--- config.mk ---
export PLATFORM = sky130hd
export DESIGN_NAME = dtb_mux
export DESIGN_NICKNAME = d
export VERILOG_FILES = /design/src/dtb_mux.v
export VERILOG_INCLUDE_DIRS = /design/src
export SDC_FILE = /design/constraint.sdc
export NUM_CORES = 1
export LEC_CHECK = 0
export BUFFER_PORTS_ARGS = -buffer_cell sky130_fd_sc_hd__buf_2
export CAP_MARGIN = 5
export CORE_MARGIN = 5
export CORE_UTILIZATION = 62
export CTS_CLUSTER_SIZE = 12
export DETAILED_ROUTE_END_ITERATION = 7
export PLACE_DENSITY = 0.95
export SYNTH_ARGS = -nofsm -noshare
export SYNTH_HDL_FRONTEND = slang
export SYNTH_SLANG_ARGS = --single-unit
--- constraint.sdc ---
create_clock -name pclk -period 7.6 [get_ports pclk]
set_input_delay 0.76 -clock pclk [delete_from_list [all_inputs] [get_ports pclk]]
set_output_delay 0.76 -clock pclk [all_outputs]
set_load 0.01 [all_outputs]
--- src/dtb_defines.vh ---
`ifndef DTB_DEFINES_VH
`define DTB_DEFINES_VH
// APB register byte offsets
`define DTB_OFF_CMD       12'h000
`define DTB_OFF_STATUS    12'h004
`define DTB_OFF_CLEAR     12'h008
`define DTB_OFF_IRQ_EN    12'h00C
`define DTB_OFF_NVCFG     12'h010
`define DTB_OFF_PINSEL    12'h014
`define DTB_OFF_ANALOG    12'h018
// Command codes
`define DTB_CMD_DIGITAL   8'h18
`define DTB_CMD_ANALOG    8'h19
// Group codes
`define DTB_GRP_CLOCK     8'h01
`define DTB_GRP_TX        8'h1B
`define DTB_GRP_TIMER     8'h1D
`define DTB_GRP_CARD      8'h30
`define DTB_GRP_TRX       8'h58
`define DTB_GRP_RXDATA    8'h70
`define DTB_GRP_RXERR     8'h73
// Signal selection value and maximum pin byte count
`define DTB_SEL_CARRIER   4'h8
`define DTB_NUM_PINS_MAX  3'h4
// Nonvolatile enable bit position
`define DTB_NV_ENABLE_BIT 7
// Status bits
`define DTB_ST_DIGITAL    0
`define DTB_ST_ANALOG     1
`define DTB_ST_BADCMD     2
`endif

--- src/dtb_mux.v ---
`timescale 1ns/1ps
`default_nettype none
`include "dtb_defines.vh"
module dtb_mux (
  input  wire        pclk,
  input  wire        presetn,
  input  wire        psel,
  input  wire        penable,
  input  wire        pwrite,
  input  wire [11:0] paddr,
  input  wire [31:0] pwdata,
  output reg  [31:0] prdata,
  output wire        pready,
  output wire        pslverr,
  input  wire        carrier_clk,
  input  wire [1:0]  tx_sig,
  input  wire [5:0]  timer_sig,
  input  wire [7:0]  card_mode_sig,
  input  wire [7:0]  trx_sig,
  input  wire [7:0]  rx_data_sig,
  input  wire [7:0]  rx_err_sig,
  input  wire [7:0]  clk_grp_sig,
  output reg         irq_pin_out,
  output reg         aux_out_one,
  output reg         aux_out_two,
  output reg         general_out_one,
  output reg  [3:0]  pin_drive_en,
  output wire [7:0]  analog_sel_one,
  output wire [7:0]  analog_sel_two,
  output wire        analog_en,
  output wire        irq
);

  // ----------------------------------------
  // Configuration state
  // ----------------------------------------
  reg  [7:0]  grp_r   [0:3];
  reg  [3:0]  sel_r   [0:3];
  reg  [3:0]  valid_r;
  reg  [7:0]  nvcfg_r;
  reg  [7:0]  an_one_r;
  reg  [7:0]  an_two_r;
  reg         an_en_r;
  reg  [2:0]  status_r;
  reg  [2:0]  irq_en_r;
  reg  [2:0]  ev_set;
  reg  [2:0]  ev_clr;
  reg  [31:0] pin_bytes_r;
  integer     j;

  wire        wr_acc = psel & penable & pwrite;
  wire        rd_acc = psel & penable & ~pwrite;
  wire        bus_en = nvcfg_r[`DTB_NV_ENABLE_BIT];
  wire [7:0]  cmd    = pwdata[7:0];
  wire        is_cmd = wr_acc && (paddr == `DTB_OFF_CMD);
  wire [2:0]  npar   = pwdata[10:8];

  assign pready         = 1'b1;
  assign pslverr        = (psel & penable) & ~known(paddr);
  assign analog_sel_one = an_one_r;
  assign analog_sel_two = an_two_r;
  assign analog_en      = an_en_r & bus_en;
  assign irq            = |(status_r & irq_en_r);

  function known;
    input [11:0] a;
    begin
      case (a)
        `DTB_OFF_CMD,
        `DTB_OFF_STATUS,
        `DTB_OFF_CLEAR,
        `DTB_OFF_IRQ_EN,
        `DTB_OFF_NVCFG,
        `DTB_OFF_PINSEL,
        `DTB_OFF_ANALOG: known = 1'b1;
        default:         known = 1'b0;
      endcase
    end
  endfunction

  function grp_ok;
    input [7:0] g;
    begin
      case (g)
        `DTB_GRP_CLOCK,
        `DTB_GRP_TX,
        `DTB_GRP_TIMER,
        `DTB_GRP_CARD,
        `DTB_GRP_TRX,
        `DTB_GRP_RXDATA,
        `DTB_GRP_RXERR: grp_ok = 1'b1;
        default:        grp_ok = 1'b0;
      endcase
    end
  endfunction

  // Per-byte decode of the pin selection bytes
  function [1:0] pin_of;
    input [7:0] b;
    begin
      pin_of = b[5:4];
    end
  endfunction

  // ----------------------------------------
  // Command decode
  // ----------------------------------------
  // CMD word: [7:0] code, [10:8] byte count (1..4), [15:8] second analog
  // byte when code is analog; pin bytes live in PINSEL, group in [23:16].
  reg        dig_ok;
  reg [3:0]  hit;
  wire [7:0] pin_byte [0:3];
  reg        pin_bad;
  integer    k;
  genvar     gb;

  // Unpacked once; decode and update both index it
  generate
    for (gb = 0; gb < 4; gb = gb + 1) begin : g_byte
      assign pin_byte[gb] = pin_bytes_r[gb*8 +: 8];
    end
  endgenerate

  // Checked every cycle; only a command acts on the result
  always @* begin
    hit     = 4'h0;
    pin_bad = 1'b0;
    for (k = 0; k < 4; k = k + 1) begin
      if (k[2:0] < npar) begin
        if (pin_byte[k][7:6] != 2'b00) begin
          pin_bad = 1'b1;
        end else begin
          hit[pin_of(pin_byte[k])] = 1'b1;
        end
      end
    end
  end

  always @* begin
    dig_ok = 1'b0;
    ev_set = 3'h0;
    if (is_cmd && (cmd == `DTB_CMD_DIGITAL)) begin
      dig_ok = grp_ok(pwdata[23:16]) && (npar != 3'h0) &&
               (npar <= `DTB_NUM_PINS_MAX);
      if (dig_ok && !pin_bad) begin
        ev_set[`DTB_ST_DIGITAL] = 1'b1;
      end else begin
        ev_set[`DTB_ST_BADCMD] = 1'b1;
      end
    end else if (is_cmd && (cmd == `DTB_CMD_ANALOG)) begin
      ev_set[`DTB_ST_ANALOG] = 1'b1;
    end else if (is_cmd) begin
      ev_set[`DTB_ST_BADCMD] = 1'b1;
    end
  end

  // ----------------------------------------
  // Registers
  // ----------------------------------------
  always @* begin
    ev_clr = 3'h0;
    if (wr_acc && (paddr == `DTB_OFF_CLEAR)) begin
      ev_clr = pwdata[2:0];
    end
  end

  // Sticky; an event in the clear's cycle still lands
  always @(posedge pclk or negedge presetn) begin
    if (!presetn) begin
      status_r <= 3'h0;
    end else begin
      status_r <= (status_r & ~ev_clr) | ev_set;
    end
  end

  always @(posedge pclk or negedge presetn) begin
    if (!presetn) begin
      irq_en_r <= 3'h0;
    end else if (wr_acc && (paddr == `DTB_OFF_IRQ_EN)) begin
      irq_en_r <= pwdata[2:0];
    end
  end

  // Volatile stand-in for the nonvolatile enable byte
  always @(posedge pclk or negedge presetn) begin
    if (!presetn) begin
      nvcfg_r <= 8'h00;
    end else if (wr_acc && (paddr == `DTB_OFF_NVCFG)) begin
      nvcfg_r <= pwdata[7:0];
    end
  end

  // Staged only; a later command applies the bytes
  always @(posedge pclk or negedge presetn) begin
    if (!presetn) begin
      pin_bytes_r <= 32'h0000_0000;
    end else if (wr_acc && (paddr == `DTB_OFF_PINSEL)) begin
      pin_bytes_r <= pwdata;
    end
  end

  // ----------------------------------------
  // Pin configuration
  // ----------------------------------------
  // A rejected command leaves every pin as it was
  always @(posedge pclk or negedge presetn) begin
    if (!presetn) begin
      for (j = 0; j < 4; j = j + 1) begin
        grp_r[j] <= 8'h00;
        sel_r[j] <= 4'h0;
      end
      valid_r <= 4'h0;
    end else if (ev_set[`DTB_ST_DIGITAL]) begin
      for (j = 0; j < 4; j = j + 1) begin
        if (hit[j]) begin
          grp_r[j]   <= pwdata[23:16];
          valid_r[j] <= 1'b1;
        end
      end
      for (j = 0; j < 4; j = j + 1) begin
        if (j[2:0] < npar) begin
          sel_r[pin_of(pin_byte[j])] <= pin_byte[j][3:0];
        end
      end
    end
  end

  // ----------------------------------------
  // Analog probe selection
  // ----------------------------------------
  // Selections show at once; analog_en still waits for the bus enable
  always @(posedge pclk or negedge presetn) begin
    if (!presetn) begin
      an_one_r <= 8'h00;
      an_two_r <= 8'h00;
      an_en_r  <= 1'b0;
    end else if (ev_set[`DTB_ST_ANALOG]) begin
      an_two_r <= pwdata[15:8];
      an_one_r <= pwdata[23:16];
      an_en_r  <= 1'b1;
    end
  end

  // ----------------------------------------
  // Read mux
  // ----------------------------------------
  always @* begin
    prdata = 32'h0000_0000;
    if (rd_acc) begin
      case (paddr)
        `DTB_OFF_STATUS: prdata = {29'h0, status_r};
        `DTB_OFF_IRQ_EN: prdata = {29'h0, irq_en_r};
        `DTB_OFF_NVCFG:  prdata = {24'h0, nvcfg_r};
        `DTB_OFF_PINSEL: prdata = pin_bytes_r;
        `DTB_OFF_ANALOG: prdata = {15'h0, an_en_r, an_one_r, an_two_r};
        default:         prdata = 32'h0000_0000;
      endcase
    end
  end

  // ----------------------------------------
  // Signal selection per group
  // ----------------------------------------
  function pick;
    input [7:0] g;
    input [3:0] s;
    input       cc;
    input [1:0] tx;
    input [5:0] tm;
    input [7:0] cm;
    input [7:0] tr;
    input [7:0] rd;
    input [7:0] re;
    input [7:0] ck;
    begin
      // Reserved nibbles and unknown groups read low while driven
      pick = 1'b0;
      if (s == `DTB_SEL_CARRIER) begin
        pick = cc;
      end else if (s[3] == 1'b0) begin
        case (g)
          `DTB_GRP_CLOCK:  pick = ck[s[2:0]];
          `DTB_GRP_TX:     pick = (s[2:1] == 2'b00) ? tx[s[0]] : 1'b0;
          // tm: [5]=t0 run [4]=t0 exp [3]=t1 run [2]=t1 exp [1]=t2 run [0]=t2 exp
          `DTB_GRP_TIMER:  pick = (s[2:1] != 2'b00) ? tm[s[2:0] - 3'h2] : 1'b0;
          `DTB_GRP_CARD:   pick = cm[s[2:0]];
          `DTB_GRP_TRX:    pick = tr[s[2:0]];
          `DTB_GRP_RXDATA: pick = rd[s[2:0]];
          `DTB_GRP_RXERR:  pick = (s[2:0] >= 3'h3 && s[2:0] <= 3'h5) ? 1'b0 : re[s[2:0]];
          default:         pick = 1'b0;
        endcase
      end
    end
  endfunction

  // Outputs registered; carrier selection thus lags one pclk and is
  // only meaningful when pclk is fast relative to the carrier.
  wire [3:0] pin_val;
  genvar     gi;
  generate
    for (gi = 0; gi < 4; gi = gi + 1) begin : g_pin
      assign pin_val[gi] = pick(grp_r[gi], sel_r[gi], carrier_clk, tx_sig, timer_sig,
                                card_mode_sig, trx_sig, rx_data_sig, rx_err_sig, clk_grp_sig);
    end
  endgenerate

  // ----------------------------------------
  // Pin outputs
  // ----------------------------------------
  wire [3:0] pin_on = valid_r & {4{bus_en}};

  always @(posedge pclk or negedge presetn) begin
    if (!presetn) begin
      irq_pin_out     <= 1'b0;
      aux_out_one     <= 1'b0;
      aux_out_two     <= 1'b0;
      general_out_one <= 1'b0;
      pin_drive_en    <= 4'h0;
    end else begin
      pin_drive_en    <= pin_on;
      irq_pin_out     <= pin_val[0] & pin_on[0];
      aux_out_one     <= pin_val[1] & pin_on[1];
      aux_out_two     <= pin_val[2] & pin_on[2];
      general_out_one <= pin_val[3] & pin_on[3];
    end
  end

endmodule
`default_nettype wire

==> run metrics <==
status=completed; total track usage=34.45%; # nets final=1,082; register area share after synthesis=35.56%; Synth Area in XOR/XNOR=0.3036%; clk_lat worst skew=0.43 ns; met1 Resource Use GR=44.61%; # diodes=0; Rows=43; max_cap viols=0; Yosys cell types=70; Max Transition Viols Final=0; Final min period=4.464 ns; commonest non-fill, non-tap cell in the layout=buf_2; hold buffers post-CTS=0; Overflow after GRT=0; worst hold-check path type=in2async; placed cell count=1,131; R2R Path Start=pin_bytes_r[23]; Die W=128.2 um; fill cell count=976; critical path arrival=3.70 ns; Synth Net Count=963; vias in the first global route=7,936; Worst EP required=6.84 ns; Sink Count=123; FF+latch count, synth=123; Setup WS post-layout=3.136 ns; first-pass GRT wire length=43,840 um; R2R setup slack=4.85 ns; Initial DRC Count=1,193; M2 GR Usage=54.31%; Synth async-reset ratio=100.0%; number of CTS-inserted buffers=17; routed wire length=28,200 um; Die Area=0.01642 mm^2; I/O Buffers=156; fin crit share=58.74%; number of synthesized flops with an enable pin=0; Worst-path clk slew=0.06 ns; cell count after synthesis=851; initial antenna violation count=0; Final TNS setup=0 ns; layout cell share with drive strength beyond 1=33.57%; DRC viols=0; Initial Utilization=62.84%; Routed Antenna Nets=0; mux share of post-synthesis cell area=26.33%; synthesized area=0.008655 mm^2; Synth Area in Simple Gates=19.13%; power density over the cells=151.0 mW/mm^2; Peak Freq=224.0 MHz; largest family of logic cells by synthesized area=multiplexers; vias=8,157; Synth Area in Compound Gates=13.18%; Synth Flop Type=dfrtp_1; Slew HR=16.51%; Root Buffer=clkbuf_16; Non-Filler Instances=1,160; die height=128.2 um; synth-to-layout area growth=15.22%; CTS max path bufs=2; H-tree depth=4; largest net degree at the start of global routing=71; Peak VDD IR=165.3 uV; most frequent cells in the layout=155 x buf_2, 123 x dfrtp_1, 86 x mux2_2, 68 x nand2_1, 59 x nor2_1; gr busiest metal=met2; reg-to-reg endpoint=grp_r[25]; Vias per Instance=7.032; synthesized-area fraction occupied by adder cells=2.024%; Hold Vio Cnt, Final=0; WS Path Type=in2out; Top Ports=158; Pre-antenna DRT Iters=6; Mapped Avg Cell Area=10.17 um^2; Yosys warning total=0; crit end category=output port; final setup fails=0; dpl hpwl=19,690 um; CORE AREA=0.01377 mm^2; post_cts resized=0; post-CTS setup buffers=0; met3 Use GR=7.500%; Clock Skew=0.01117 ns; RSZ-0062 raised after global routing=no; RePlAce Congestion=0.9865; Critical Path Fanout Max=18; Lkg Pwr=4.639 nW; Worst Setup Start Kind=input pin; Worst-Margin Slew=1.250 ns; Post-Place Setup Slack=3.213 ns; worst reg2reg path depth=6; WL per Instance=24.31 um; CTS tree=built
[Yosys cell counts, types with 3 or more instances]
cell	n	area share (%)
o21ai_0	36	2.1
a22oi_1	15	1.3
a222oi_1	9	1.0
mux2_2	86	11
mux4_2	37	9.6
and2_1	27	2.0
a211oi_1	28	2.4
nand2b_1	15	1.1
inv_1	14	0.61
dfrtp_1	123	36
a2111oi_0	4	0.40
nor2b_1	7	0.51
nor4b_1	10	1.0
or4_1	5	0.43
mux2i_1	36	4.2
a21oi_1	30	1.7
o311ai_0	3	0.30
mux2_4	7	1.2
nand3b_1	7	0.61
clkbuf_1	51	2.2
nand4b_1	4	0.40
nor3b_1	12	1.0
nand3_1	24	1.4
nand4_1	7	0.51
nor2_1	59	2.6
ha_1	14	2.0
nand2_1	68	2.9
or3_1	7	0.51
a21o_1	5	0.43
and3_1	12	0.87
nor4_1	8	0.58
buf_1	5	0.22
nor3_1	15	0.87
o22ai_1	4	0.29
a31oi_1	6	0.43
o2111ai_1	3	0.30
[through the flow]
step           power (mW)  hold slack [ns]  instance area (um^2)  util (%)
6_report            1.505           0.3746                  9972     72.40
5_1_grt             1.543           0.4288                  9972     72.40
4_1_cts             1.505           0.4091                  9972     72.40
3_5_place_dp       0.7770           0.4491                  9445     68.58
3_3_place_gp       0.7727           0.4421                  9445     68.58
2_1_floorplan      0.7093           0.4259                  8655         -
[cell families (layout without fill, tap and decap cells)]
kind of cell    after synthesis  count (layout)
flops                       123             123
mux                         167             167
other cells                   1               1
buf+inv                      74             203
fa+ha+maj                    14              14
xor+xnor                      3               3
simple gates                301             301
compound gates              168             168
[metal layers]
layer / vias to the layer above / wire length, um
met5: - / 0
met3: 136 / 3088
met2: 621 / 13030
li1: 3461 / -
met4: 0 / 1663
met1: 3939 / 10420
[where the power goes]
group / internal [mW] / switching, mW
combinational: 0.0437 / 0.0703
sequential: 0.656 / 0.000510
clock: 0.441 / 0.294
[critical path, stage by stage]
cell	delay [ns]
buf_2	0.10
nor3_1	0.38
nand3_4	0.18
nor2_1	0.15
and3_1	0.65
nor3b_1	1.07
and2_1	0.26
buf_2	0.15
[flip-flops by register name (all words and copies together), names as in the netlist]
signal / count
an_en_r: 1
analog_sel_one: 8
analog_sel_two: 8
aux_out_one: 1
aux_out_two: 1
general_out_one: 1
grp_r: 32
irq_en_r: 3
irq_pin_out: 1
nvcfg_r: 8
pin_bytes_r: 32
pin_drive_en: 4
sel_r: 16
status_r: 3
valid_r: 4
[worst max path at each step]
stage	slack, ns	endpoint	cells after the start	start
CTS	3.18	prdata[18]	8	paddr[7]
floorplan	4.29	prdata[17]	8	paddr[7]
global placement	3.56	prdata[18]	8	paddr[7]
global route	2.95	prdata[20]	8	paddr[7]
detailed placement	3.21	prdata[18]	8	paddr[7]
finish	3.14	prdata[18]	8	paddr[7]
[layout make-up]
| cell class | count | area, um^2 | area share (%) |
|---|---|---|---|
| clock buffer | 21 | 480.5 | 4.818 |
| clock inverter | 8 | 46.29 | 0.4642 |
| inverter | 15 | 56.30 | 0.5646 |
| multi-input combinational | 654 | 5280 | 52.95 |
| sequential | 123 | 3078 | 30.87 |
| tap | 180 | 225.2 | 2.258 |
| timing repair buffer | 159 | 805.8 | 8.080 |
Power figures use the tool's default switching activity.
